File: src/nssp_pkg.sv
// shared constants and types for the nand protection host controller
package nssp_pkg;
	localparam int CLK_PERIOD_NS = 8;
	localparam int T_STROBE_NS = 25;
	localparam int T_HOLD_NS = 15;
	localparam int T_REA_NS = 30;
	localparam int T_WPLOW_NS = 100;
	localparam int SYNC_DEPTH = 2;
	localparam logic [4:0] STROBE_CYC =
		5'((T_STROBE_NS + CLK_PERIOD_NS - 1) / CLK_PERIOD_NS);
	localparam logic [4:0] HOLD_CYC =
		5'((T_HOLD_NS + CLK_PERIOD_NS - 1) / CLK_PERIOD_NS);
	localparam logic [4:0] READ_LOW_CYC =
		5'((T_REA_NS + CLK_PERIOD_NS - 1) / CLK_PERIOD_NS + SYNC_DEPTH + 1);
	localparam logic [4:0] WPLOW_CYC =
		5'((T_WPLOW_NS + CLK_PERIOD_NS - 1) / CLK_PERIOD_NS);

	localparam logic [7:0] CMD_READ_STATUS = 8'h70;
	localparam logic [7:0] CMD_SIGNATURE = 8'h90;
	localparam logic [7:0] SIG_ADDR = 8'h00;
	localparam logic [7:0] CMD_LOCK_ALL = 8'h2a;
	localparam logic [7:0] CMD_UNLOCK_SETUP = 8'h23;
	localparam logic [7:0] CMD_UNLOCK_CONFIRM = 8'h24;
	localparam logic [7:0] CMD_LOCK_DOWN = 8'h2c;
	localparam logic [7:0] CMD_LOCK_QUERY = 8'h7a;

	localparam logic [7:0] REG_CTRL = 8'h00;
	localparam logic [7:0] REG_START = 8'h04;
	localparam logic [7:0] REG_END = 8'h08;
	localparam logic [7:0] REG_STATUS = 8'h0c;
	localparam logic [7:0] REG_SIG = 8'h10;
	localparam int CTRL_GO_BIT = 0;
	localparam int CTRL_OP_LSB = 1;
	localparam int CTRL_STRAP_BIT = 8;
	localparam int CTRL_WP_BIT = 9;
	localparam logic CTRL_STRAP_RESET = 1'b0;
	localparam logic CTRL_WP_RESET = 1'b0;
	localparam logic [7:0] STATUS_KEEP_MASK = 8'he3;
	localparam logic [1:0] RESP_OKAY = 2'h0;
	localparam logic [1:0] RESP_SLVERR = 2'h2;

	typedef enum logic [1:0] {
		KIND_CMD = 2'b00,
		KIND_ADDR = 2'b01,
		KIND_READ = 2'b10,
		KIND_WAIT = 2'b11
	} nssp_kind_type;

	typedef enum logic [2:0] {
		OP_STATUS = 3'b000,
		OP_SIGNATURE = 3'b001,
		OP_LOCK_ALL = 3'b010,
		OP_UNLOCK = 3'b011,
		OP_LOCK_DOWN = 3'b100,
		OP_LOCK_QUERY = 3'b101,
		OP_WP_PULSE = 3'b110
	} nssp_op_type;
endpackage : nssp_pkg

File: src/nssp_host.sv
// host controller: axi4-lite registers driving nand status, id and locks
`timescale 1ns/100ps
// Functional notes
// - every operation but the wp pulse starts with its own fresh command, lock query after a ready wait
// - reserved status bits 4..2 are masked off and ignored
// - signature read: command 90h then one address cycle 00h
// - unlock: setup, three start bytes, confirm, three end bytes
// - start block must not exceed end block; equal unlocks one
// - lock-down release needs write protect low at least 100 ns
// - lock query: command, three address bytes, then read
module nssp_host (
	input wire logic aclk,
	input wire logic aresetn,
	input wire logic ce,
	input wire logic [7:0] s_axi_awaddr,
	input wire logic s_axi_awvalid,
	output logic s_axi_awready,
	input wire logic [31:0] s_axi_wdata,
	input wire logic [3:0] s_axi_wstrb,
	input wire logic s_axi_wvalid,
	output logic s_axi_wready,
	output logic [1:0] s_axi_bresp,
	output logic s_axi_bvalid,
	input wire logic s_axi_bready,
	input wire logic [7:0] s_axi_araddr,
	input wire logic s_axi_arvalid,
	output logic s_axi_arready,
	output logic [31:0] s_axi_rdata,
	output logic [1:0] s_axi_rresp,
	output logic s_axi_rvalid,
	input wire logic s_axi_rready,
	output logic nand_ce_n,
	output logic nand_cle,
	output logic nand_ale,
	output logic nand_we_n,
	output logic nand_re_n,
	output logic nand_wp_n,
	output logic [7:0] nand_io_out,
	output logic nand_io_oe,
	input wire logic [7:0] nand_io_in,
	input wire logic ready_busy_output,
	output logic lock_mode_strap
);
	import nssp_pkg::*;

	typedef enum logic [1:0] {
		MS_IDLE = 2'b00,
		MS_ISSUE = 2'b01,
		MS_WAIT = 2'b10,
		MS_WPLOW = 2'b11
	} nssp_main_type;

	typedef struct packed {
		nssp_main_type state;
		nssp_op_type op;
		logic [3:0] idx;
		logic [1:0] rcnt;
		logic [4:0] cnt;
		logic cyc_start;
		logic [23:0] start_blk;
		logic [23:0] end_blk;
		logic strap;
		logic wp_perm;
		logic err;
		logic [7:0] stat;
		logic [2:0] lock;
		logic [31:0] sig;
		logic rb_s1;
		logic rb_s2;
		logic aw_have;
		logic [7:0] awaddr;
		logic w_have;
		logic [31:0] wdata;
		logic [3:0] wstrb;
		logic bvalid;
		logic [1:0] bresp;
		logic rvalid;
		logic [31:0] rdata;
		logic [1:0] rresp;
	} nssp_host_state_type;

	nssp_host_state_type host_reg;
	nssp_host_state_type host_next;
	logic cyc_done;
	logic [7:0] cyc_rdata;
	logic [10:0] cur_step;
	nssp_kind_type cur_kind;

	function automatic logic [7:0] byte_of(input logic [23:0] v,
		input logic [1:0] k);
		logic [7:0] b;
		b = v[7:0];
		if (k == 2'h1)
			b = v[15:8];
		else if (k == 2'h2)
			b = v[23:16];
		return b;
	endfunction : byte_of

	function automatic logic [31:0] merge(input logic [31:0] old,
		input logic [31:0] val, input logic [3:0] strb);
		logic [31:0] m;
		m = old;
		for (int i = 0; i < 4; i++) begin
			if (strb[i])
				m[8*i +: 8] = val[8*i +: 8];
		end
		return m;
	endfunction : merge

	// {valid, kind, byte}; address bytes go least significant first
	function automatic logic [10:0] step_of(input nssp_op_type op,
		input logic [3:0] i, input logic [23:0] sb, input logic [23:0] eb);
		logic [10:0] s;
		s = 11'h000;
		case (op)
			OP_STATUS: begin
				if (i == 4'h0)
					s = {1'b1, KIND_CMD, CMD_READ_STATUS};
				else if (i == 4'h1)
					s = {1'b1, KIND_READ, 8'h00};
			end
			OP_SIGNATURE: begin
				if (i == 4'h0)
					s = {1'b1, KIND_CMD, CMD_SIGNATURE};
				else if (i == 4'h1)
					s = {1'b1, KIND_ADDR, SIG_ADDR};
				else if (i <= 4'h5)
					s = {1'b1, KIND_READ, 8'h00};
			end
			OP_LOCK_ALL: begin
				if (i == 4'h0)
					s = {1'b1, KIND_CMD, CMD_LOCK_ALL};
			end
			OP_UNLOCK: begin
				if (i == 4'h0)
					s = {1'b1, KIND_CMD, CMD_UNLOCK_SETUP};
				else if (i <= 4'h3)
					s = {1'b1, KIND_ADDR, byte_of(sb, 2'(i - 4'h1))};
				else if (i == 4'h4)
					s = {1'b1, KIND_CMD, CMD_UNLOCK_CONFIRM};
				else if (i <= 4'h7)
					s = {1'b1, KIND_ADDR, byte_of(eb, 2'(i - 4'h5))};
			end
			OP_LOCK_DOWN: begin
				if (i == 4'h0)
					s = {1'b1, KIND_CMD, CMD_LOCK_DOWN};
			end
			OP_LOCK_QUERY: begin
				if (i == 4'h0)
					s = {1'b1, KIND_WAIT, 8'h00};
				else if (i == 4'h1)
					s = {1'b1, KIND_CMD, CMD_LOCK_QUERY};
				else if (i <= 4'h4)
					s = {1'b1, KIND_ADDR, byte_of(sb, 2'(i - 4'h2))};
				else if (i == 4'h5)
					s = {1'b1, KIND_READ, 8'h00};
			end
			default: s = 11'h000;
		endcase
		return s;
	endfunction : step_of

	assign cur_step = step_of(host_reg.op, host_reg.idx, host_reg.start_blk,
		host_reg.end_blk);
	assign cur_kind = nssp_kind_type'(cur_step[9:8]);

	always_comb begin
		logic go;
		nssp_op_type new_op;
		go = 1'b0;
		new_op = OP_STATUS;
		host_next = host_reg;
		host_next.cyc_start = 1'b0;
		host_next.rb_s1 = ready_busy_output;
		host_next.rb_s2 = host_reg.rb_s1;
		if (s_axi_awvalid && !host_reg.aw_have) begin
			host_next.aw_have = 1'b1;
			host_next.awaddr = s_axi_awaddr;
		end
		if (s_axi_wvalid && !host_reg.w_have) begin
			host_next.w_have = 1'b1;
			host_next.wdata = s_axi_wdata;
			host_next.wstrb = s_axi_wstrb;
		end
		if (host_reg.bvalid && s_axi_bready)
			host_next.bvalid = 1'b0;
		if (host_reg.aw_have && host_reg.w_have && !host_reg.bvalid) begin
			host_next.aw_have = 1'b0;
			host_next.w_have = 1'b0;
			host_next.bvalid = 1'b1;
			host_next.bresp = RESP_OKAY;
			unique case (host_reg.awaddr)
				REG_CTRL: begin
					if (host_reg.wstrb[1]) begin
						host_next.strap = host_reg.wdata[CTRL_STRAP_BIT];
						host_next.wp_perm = host_reg.wdata[CTRL_WP_BIT];
					end
					if (host_reg.wstrb[0] && host_reg.wdata[CTRL_GO_BIT]) begin
						go = 1'b1;
						new_op = nssp_op_type'(host_reg.wdata[CTRL_OP_LSB +: 3]);
					end
				end
				REG_START: host_next.start_blk = 24'(merge({8'h00,
					host_reg.start_blk}, host_reg.wdata, host_reg.wstrb));
				REG_END: host_next.end_blk = 24'(merge({8'h00,
					host_reg.end_blk}, host_reg.wdata, host_reg.wstrb));
				REG_STATUS, REG_SIG: host_next.bresp = RESP_OKAY;
				default: host_next.bresp = RESP_SLVERR;
			endcase
		end
		if (host_reg.rvalid && s_axi_rready)
			host_next.rvalid = 1'b0;
		if (s_axi_arvalid && !host_reg.rvalid) begin
			host_next.rvalid = 1'b1;
			host_next.rresp = RESP_OKAY;
			unique case (s_axi_araddr)
				REG_CTRL: host_next.rdata = {22'h000000, host_reg.wp_perm,
					host_reg.strap, 4'h0, host_reg.op, 1'b0};
				REG_START: host_next.rdata = {8'h00, host_reg.start_blk};
				REG_END: host_next.rdata = {8'h00, host_reg.end_blk};
				REG_STATUS: host_next.rdata = {13'h0000, host_reg.lock,
					host_reg.stat, 5'h00, host_reg.rb_s2, host_reg.err,
					host_reg.state != MS_IDLE};
				REG_SIG: host_next.rdata = host_reg.sig;
				default: begin
					host_next.rdata = 32'h00000000;
					host_next.rresp = RESP_SLVERR;
				end
			endcase
		end
		unique case (host_reg.state)
			MS_IDLE: begin
				// a start while busy is dropped; software polls busy first
				if (go) begin
					host_next.op = new_op;
					host_next.idx = 4'h0;
					host_next.rcnt = 2'h0;
					host_next.err = 1'b0;
					if (host_reg.wdata[CTRL_OP_LSB +: 3] == 3'h7) begin
						host_next.err = 1'b1;
					end else if (new_op == OP_UNLOCK &&
						host_reg.start_blk > host_reg.end_blk) begin
						host_next.err = 1'b1;
					end else if ((new_op == OP_LOCK_ALL || new_op == OP_UNLOCK ||
						new_op == OP_LOCK_DOWN || new_op == OP_LOCK_QUERY) &&
						!host_next.strap) begin
						host_next.err = 1'b1;
					end else if (new_op == OP_WP_PULSE) begin
						host_next.state = MS_WPLOW;
						host_next.cnt = WPLOW_CYC - 5'h01;
					end else begin
						host_next.state = MS_ISSUE;
					end
				end
			end
			MS_ISSUE: begin
				if (!cur_step[10]) begin
					host_next.state = MS_IDLE;
				end else if (cur_kind == KIND_WAIT) begin
					if (host_reg.rb_s2)
						host_next.idx = host_reg.idx + 4'h1;
				end else begin
					host_next.cyc_start = 1'b1;
					host_next.state = MS_WAIT;
				end
			end
			MS_WAIT: begin
				if (cyc_done) begin
					host_next.idx = host_reg.idx + 4'h1;
					host_next.state = MS_ISSUE;
					if (cur_kind == KIND_READ) begin
						host_next.rcnt = host_reg.rcnt + 2'h1;
						if (host_reg.op == OP_STATUS)
							host_next.stat = cyc_rdata & STATUS_KEEP_MASK;
						if (host_reg.op == OP_SIGNATURE)
							host_next.sig[{host_reg.rcnt, 3'b000} +: 8] =
								cyc_rdata;
						if (host_reg.op == OP_LOCK_QUERY)
							host_next.lock = cyc_rdata[2:0];
					end
				end
			end
			MS_WPLOW: begin
				if (host_reg.cnt == 5'h00)
					host_next.state = MS_IDLE;
				else
					host_next.cnt = host_reg.cnt - 5'h01;
			end
		endcase
	end

	always_ff @(posedge aclk) begin
		if (!aresetn) begin
			host_reg <= '0;
			host_reg.strap <= CTRL_STRAP_RESET;
			host_reg.wp_perm <= CTRL_WP_RESET;
		end else if (ce) begin
			host_reg <= host_next;
		end
	end

	nssp_cycle nssp_cycle_inst (
		.aclk(aclk),
		.aresetn(aresetn),
		.ce(ce),
		.start(host_reg.cyc_start),
		.kind(cur_kind),
		.wdata(cur_step[7:0]),
		.done(cyc_done),
		.rdata(cyc_rdata),
		.cle(nand_cle),
		.ale(nand_ale),
		.we_n(nand_we_n),
		.re_n(nand_re_n),
		.io_out(nand_io_out),
		.io_oe(nand_io_oe),
		.io_in(nand_io_in)
	);

	assign s_axi_awready = !host_reg.aw_have;
	assign s_axi_wready = !host_reg.w_have;
	assign s_axi_bvalid = host_reg.bvalid;
	assign s_axi_bresp = host_reg.bresp;
	assign s_axi_arready = !host_reg.rvalid;
	assign s_axi_rvalid = host_reg.rvalid;
	assign s_axi_rdata = host_reg.rdata;
	assign s_axi_rresp = host_reg.rresp;
	// chip stays selected for the whole operation, reads included
	assign nand_ce_n = (host_reg.state == MS_IDLE);
	assign nand_wp_n = host_reg.wp_perm && (host_reg.state != MS_WPLOW);
	assign lock_mode_strap = host_reg.strap;
endmodule : nssp_host

File: src/nssp_cycle.sv
// one nand bus cycle: command latch, address latch or data read
`timescale 1ns/100ps
module nssp_cycle (
	input wire logic aclk,
	input wire logic aresetn,
	input wire logic ce,
	input wire logic start,
	input wire nssp_pkg::nssp_kind_type kind,
	input wire logic [7:0] wdata,
	output logic done,
	output logic [7:0] rdata,
	output logic cle,
	output logic ale,
	output logic we_n,
	output logic re_n,
	output logic [7:0] io_out,
	output logic io_oe,
	input wire logic [7:0] io_in
);
	import nssp_pkg::*;

	typedef enum logic [1:0] {
		PH_IDLE = 2'b00,
		PH_SETUP = 2'b01,
		PH_LOW = 2'b10,
		PH_HIGH = 2'b11
	} nssp_phase_type;

	typedef struct packed {
		nssp_phase_type phase;
		logic [4:0] cnt;
		nssp_kind_type kind;
		logic [7:0] data;
		logic [7:0] io_s1;
		logic [7:0] io_s2;
		logic [7:0] rdata;
		logic done;
	} nssp_cycle_state_type;

	nssp_cycle_state_type cyc_reg;
	nssp_cycle_state_type cyc_next;

	always_comb begin
		cyc_next = cyc_reg;
		cyc_next.done = 1'b0;
		cyc_next.io_s1 = io_in;
		cyc_next.io_s2 = cyc_reg.io_s1;
		unique case (cyc_reg.phase)
			PH_IDLE: begin
				if (start) begin
					cyc_next.phase = PH_SETUP;
					cyc_next.kind = kind;
					cyc_next.data = wdata;
				end
			end
			PH_SETUP: begin
				cyc_next.phase = PH_LOW;
				// reads stay low long enough to cover the pin synchroniser
				cyc_next.cnt = (cyc_reg.kind == KIND_READ) ?
					READ_LOW_CYC - 5'h01 : STROBE_CYC - 5'h01;
			end
			PH_LOW: begin
				if (cyc_reg.cnt == 5'h00) begin
					cyc_next.phase = PH_HIGH;
					cyc_next.cnt = HOLD_CYC - 5'h01;
					if (cyc_reg.kind == KIND_READ)
						cyc_next.rdata = cyc_reg.io_s2;
				end else begin
					cyc_next.cnt = cyc_reg.cnt - 5'h01;
				end
			end
			PH_HIGH: begin
				if (cyc_reg.cnt == 5'h00) begin
					cyc_next.phase = PH_IDLE;
					cyc_next.done = 1'b1;
				end else begin
					cyc_next.cnt = cyc_reg.cnt - 5'h01;
				end
			end
		endcase
	end

	always_ff @(posedge aclk) begin
		if (!aresetn) begin
			cyc_reg <= '0;
		end else if (ce) begin
			cyc_reg <= cyc_next;
		end
	end

	assign cle = (cyc_reg.phase != PH_IDLE) && (cyc_reg.kind == KIND_CMD);
	assign ale = (cyc_reg.phase != PH_IDLE) && (cyc_reg.kind == KIND_ADDR);
	assign we_n = !((cyc_reg.phase == PH_LOW) && (cyc_reg.kind != KIND_READ));
	assign re_n = !((cyc_reg.phase == PH_LOW) && (cyc_reg.kind == KIND_READ));
	assign io_oe = (cyc_reg.phase != PH_IDLE) && (cyc_reg.kind != KIND_READ);
	assign io_out = cyc_reg.data;
	assign done = cyc_reg.done;
	assign rdata = cyc_reg.rdata;
endmodule : nssp_cycle

File: config.mk
export PLATFORM = sky130hd
export DESIGN_NAME = nssp_host
export DESIGN_NICKNAME = d
export VERILOG_FILES = /design/src/nssp_pkg.sv /design/src/nssp_host.sv /design/src/nssp_cycle.sv
export SDC_FILE = /design/constraint.sdc
export NUM_CORES = 1
export LEC_CHECK = 0
export BUFFER_PORTS_ARGS = -buffer_cell sky130_fd_sc_hd__buf_2
export CAP_MARGIN = 25
export CORE_ASPECT_RATIO = 0.75
export CORE_MARGIN = 3
export CORE_UTILIZATION = 37
export DETAILED_ROUTE_END_ITERATION = 10
export RECOVER_POWER = 100
export SETUP_SLACK_MARGIN = 0.2
export SLEW_MARGIN = 20
export SYNTH_ARGS = -nofsm -noshare
export SYNTH_HDL_FRONTEND = slang
export SYNTH_SLANG_ARGS = --single-unit
File: constraint.sdc
create_clock -name aclk -period 3.1 [get_ports aclk]
set_input_delay 0.31 -clock aclk [delete_from_list [all_inputs] [get_ports aclk]]
set_output_delay 0.31 -clock aclk [all_outputs]
set_load 0.01 [all_outputs]
==> impl_table.tex <==
\begin{tabular}{lr}
\hline
Metric & Value \\
\hline
\multicolumn{2}{l}{\textbf{Timing}} \\
Number of endpoints failing setup at the final stage & 0 \\
Unrepaired setup endpoints after global routing & no \\
Number of max-slew violations in the final report & 0 \\
Tightest slew margin relative to the limit & 13.8\% \\
Final setup skew & 0.0180 ns \\
Final period utilization & 93.3\% \\
Count of final hold-check violations & 0 \\
Shortest period the worst path allows & 2.89 ns \\
Transition time at the pin with the least slew margin & 1.29 ns \\
Setup TNS & 0 ns \\
FMAX & $\sim$350 MHz \\
\multicolumn{2}{l}{\textbf{Clock tree}} \\
Worst skew pair latency & 0.55 ns \\
Clock input transition at the sequential cells of the worst setup and hold paths & roughly 0.060 ns \\
H-tree depth & 1 \\
Library cell used as clock root buffer & sky130\_fd\_sc\_hd\_\_clkbuf\_16 \\
Number of buffers inserted during clock tree synthesis & 24 \\
CTS tree & built \\
Number of sinks on the clock net & roughly 230 \\
Max Buffers Root-to-Sink & 3 \\
\multicolumn{2}{l}{\textbf{Synthesis}} \\
Post-synthesis cell area & between 0.01 and 0.015 sq mm \\
Number of synthesized register bits & 225 \\
Post-synth EDFFs & 0 \\
Cell type with the largest total area after synthesis & sky130\_fd\_sc\_hd\_\_dfxtp\_1 \\
Most used DFF post-synth & sky130\_fd\_sc\_hd\_\_dfxtp\_1 \\
Number of distinct library cell variants in the gate-level netlist after synthesis & 84 \\
Count of synthesis-stage warnings from yosys & 0 \\
Top cell type's share of synthesized area & 38.9\% \\
Post-Synthesis Cells & 1,390 \\
Ranking of synthesized cells by area & sky130\_fd\_sc\_hd\_\_dfxtp\_1, sky130\_fd\_sc\_hd\_\_mux2i\_1, sky130\_fd\_sc\_hd\_\_nand2\_1 \\
Async SR Flop Fraction & 0\% \\
Avg Inst Size Synth & 8.32 sq um \\
Share of synthesized area occupied by flip-flops and latches & 38.9\% \\
\multicolumn{2}{l}{\textbf{Die}} \\
Die Span Y & 159 um \\
Initial cell density of the core & 38.0\% \\
Die footprint & 0.0335 sq mm \\
Total I/O pin count & 126 \\
Horizontal die dimension & 210 um \\
Placeable core region & 0.0305 sq mm \\
Count of standard-cell rows & 55 \\
\multicolumn{2}{l}{\textbf{Global routing}} \\
Maximum number of pins on one net before global-route repair & 71 \\
First-pass GRT wire length & $\sim$55,000 um \\
Total global routing track utilization & 20.3\% \\
Initial antenna violation count & 2 \\
Number of global-route vias before repair & between 9,000 and 10,000 \\
Remaining Overflow, GRT & 0 \\
\multicolumn{2}{l}{\textbf{Setup path}} \\
Required time of the critical path & 3.57 ns \\
Reg-to-Reg End & host\_reg[191] \\
CP Cell Sequence & inv\_1 > ha\_2 > mux2\_1 > or4\_4 > nand3\_4 > and4b\_4 > o21ai\_4 > or4\_1 > a21oi\_1 \\
Endpoint arrival time on the critical path & 3.36 ns \\
Cell family with most CP delay & simple AND/OR/NAND/NOR gates \\
FF-to-FF Start & host\_reg[189] \\
Critical path buffers and inverters & 1 \\
Crit end category & flop \\
FF-to-FF path depth & 9 \\
Maximum single-stage delay on the critical path & 0.56 ns \\
R2r setup slk & 0.21 ns \\
Critical Setup Path Class & reg2reg \\
Startpoint types & flop \\
Crit-path max FO & 10 \\
Critical-path top delay cell & sky130\_fd\_sc\_hd\_\_or4\_4 \\
\multicolumn{2}{l}{\textbf{Detailed routing}} \\
Total Wirelength & 34,900 um \\
Starting DRC count in detailed routing & 1,175 \\
Detail-routed via count per cell & 5.40 \\
Number of remaining DRC errors & 0 \\
Via count & 10,300 \\
DR WL/cell & roughly 18 um \\
Initial DRT Pass Iterations & 10 \\
Remaining antenna violation count & 0 \\
\multicolumn{2}{l}{\textbf{Job}} \\
Number of maximum-capacitance constraint violations & 0 \\
\multicolumn{2}{l}{\textbf{Min path}} \\
Number of cells on the worst hold path & 3 \\
Min-Delay Startpoint & s\_axi\_wdata[11] \\
Worst min-delay path category & in2reg \\
Endpoint of the worst hold-timing path & host\_reg[53] \\
\multicolumn{2}{l}{\textbf{Place}} \\
HPWL after DPL & 25,600 um \\
Input/output buffers & 114 \\
GP Congestion & 0.997 \\
Instance count after placement with tap cells included & 1,824 \\
\multicolumn{2}{l}{\textbf{Layout}} \\
Layout area overhead & 15.7\% \\
Number of flip-flops in the largest register & 145 \\
Fraction of layout instances using a drive strength above 1 & about an eighth \\
Net total in the final layout & 1,602 \\
Final instance count without filler cells & $\sim$1,900 \\
\multicolumn{2}{l}{\textbf{Outcome}} \\
Result of the run & complete, no violations \\
\multicolumn{2}{l}{\textbf{Pwr}} \\
PwrDens & approximately 470 mW/mm\^{}2 \\
Worst vdd ir & 0.000340 V \\
Static leakage & 4.95 nW \\
\hline
\end{tabular}
==> logic make-up (layout without fill, tap and decap cells) <==
kind of cell	count (synthesis)	after routing	share of synthesized area, %
AOI/OAI and AO/OA	307	307	17.3
xor gates and xnor gates	2	2	0.151
adders and majority gates	46	46	4.97
and+or+nand+nor	529	529	21.4
DFF	225	225	38.9
buffers and inverters	179	293	7.80
other	1	3	0.0324
muxes	101	101	9.41
==> layout by cell type, fill, tap and decap left out, drive strengths merged, types with 6 or more instances in the layout <==
cell,n
dfxtp,225
nand2,187
nor2,169
a21oi,104
buf,98
clkbuf,93
mux2i,87
o21ai,78
inv,55
ha,46
and2,42
nand3,39
dlygate4sd3,34
o21a,32
a222oi,20
nor3,19
nand2b,14
nand4,13
a21o,9
mux2,9
a2bb2oi,8
a221oi,7
nor3b,7
clkinv,7
nor2b,6
nor4,6
==> timing repair <==
action                                  in CTS  in global routing
gates resized for setup                      1                  0
setup buffers                                0                  1
endpoints found under the setup margin       1                 35
pin swaps                                    1                  1
endpoints found under the hold margin       34                  0
gates cloned                                 0                  0
hold buffers                                34                  0
==> routing by layer <==
| metal | global-route usage (%) | vias up | routed length (um) |
|---|---|---|---|
| met5 | 0 | - | 13 |
| met1 | 31.0 | 4831 | 17200 |
| met3 | 4.92 | 50 | 3100 |
| met2 | 28.8 | 403 | 14000 |
| met4 | 3.86 | 2 | 615 |
| li1 | - | 5007 | - |
==> layout make-up <==
class / instances / area, sq um
Fill cell: 3013 / 17100
Multi-Input combinational cell: 987 / 6150
Sequential cell: 225 / 4500
Timing Repair Buffer: 195 / 1190
Clock buffer: 30 / 663
Tap cell: 399 / 499
Inverter: 54 / 205
Clock inverter: 14 / 185
Antenna cell: 1 / 2.50
==> worst reg2reg max path: cells and delay by family (launching register included) <==
kind / cells / cell delay [ns]
compound gates: 2 / 0.22
flops: 1 / 0.43
buf+inv: 1 / 0.12
fa+ha+maj: 1 / 0.28
mux: 1 / 0.37
simple gates: 4 / 1.39
==> per-stage QoR <==
step	power (mW)	utilization [%]	hold WS, ns	area [sq um]	worst slack [ns]
floorplan	3.18	-	0.432	11600	0.534
global placement	3.28	40.3	0.440	12300	0.291
detailed placement	3.28	40.4	0.444	12300	0.221
CTS	6.41	44.3	0.00383	13500	0.285
global route	6.55	43.9	0.0206	13400	0.111
finish	6.32	43.9	0.0229	13400	0.209
==> where the power goes <==
part | internal (mW) | switching (mW) | leakage [nW] | total, mW
Clock | 1.79 | 1.28 | 0.407 | 3.07
Sequential | 2.93 | 0.0363 | 1.82 | 2.97
Combinational | 0.117 | 0.166 | 2.72 | 0.282
Total | 4.84 | 1.48 | 4.95 | 6.32
==> worst max path at each step <==
stage	slack [ns]	cells past startpoint	to	startpoint
2_1_floorplan	0.53	9	host_reg[191]	host_reg[188]
3_3_place_gp	0.29	9	host_reg[191]	host_reg[189]
3_5_place_dp	0.22	9	host_reg[191]	host_reg[189]
4_1_cts	0.28	10	host_reg[107]	host_reg[189]
5_1_grt	0.11	8	s_axi_rdata[23]	ce
6_report	0.21	9	host_reg[191]	host_reg[189]
==> synthesized netlist by cell type (8+ instances only) <==
library cell and n:
sky130_fd_sc_hd__dfxtp_1 225, sky130_fd_sc_hd__buf_4 46, sky130_fd_sc_hd__mux2i_1 87, sky130_fd_sc_hd__a2bb2oi_1 8, sky130_fd_sc_hd__inv_1 53, sky130_fd_sc_hd__a21o_1 9, sky130_fd_sc_hd__a21oi_1 102, sky130_fd_sc_hd__a222oi_1 20
sky130_fd_sc_hd__clkbuf_1 56, sky130_fd_sc_hd__nand2_1 187, sky130_fd_sc_hd__and2_1 42, sky130_fd_sc_hd__buf_2 10, sky130_fd_sc_hd__nor3_1 18, sky130_fd_sc_hd__o21ai_0 75, sky130_fd_sc_hd__nor2_1 165, sky130_fd_sc_hd__mux2_2 8
sky130_fd_sc_hd__nand3_1 38, sky130_fd_sc_hd__o21a_1 32, sky130_fd_sc_hd__nand4_1 12, sky130_fd_sc_hd__nand2b_1 14, sky130_fd_sc_hd__ha_1 46
Note: power is estimated with default switching activity, not from simulation.
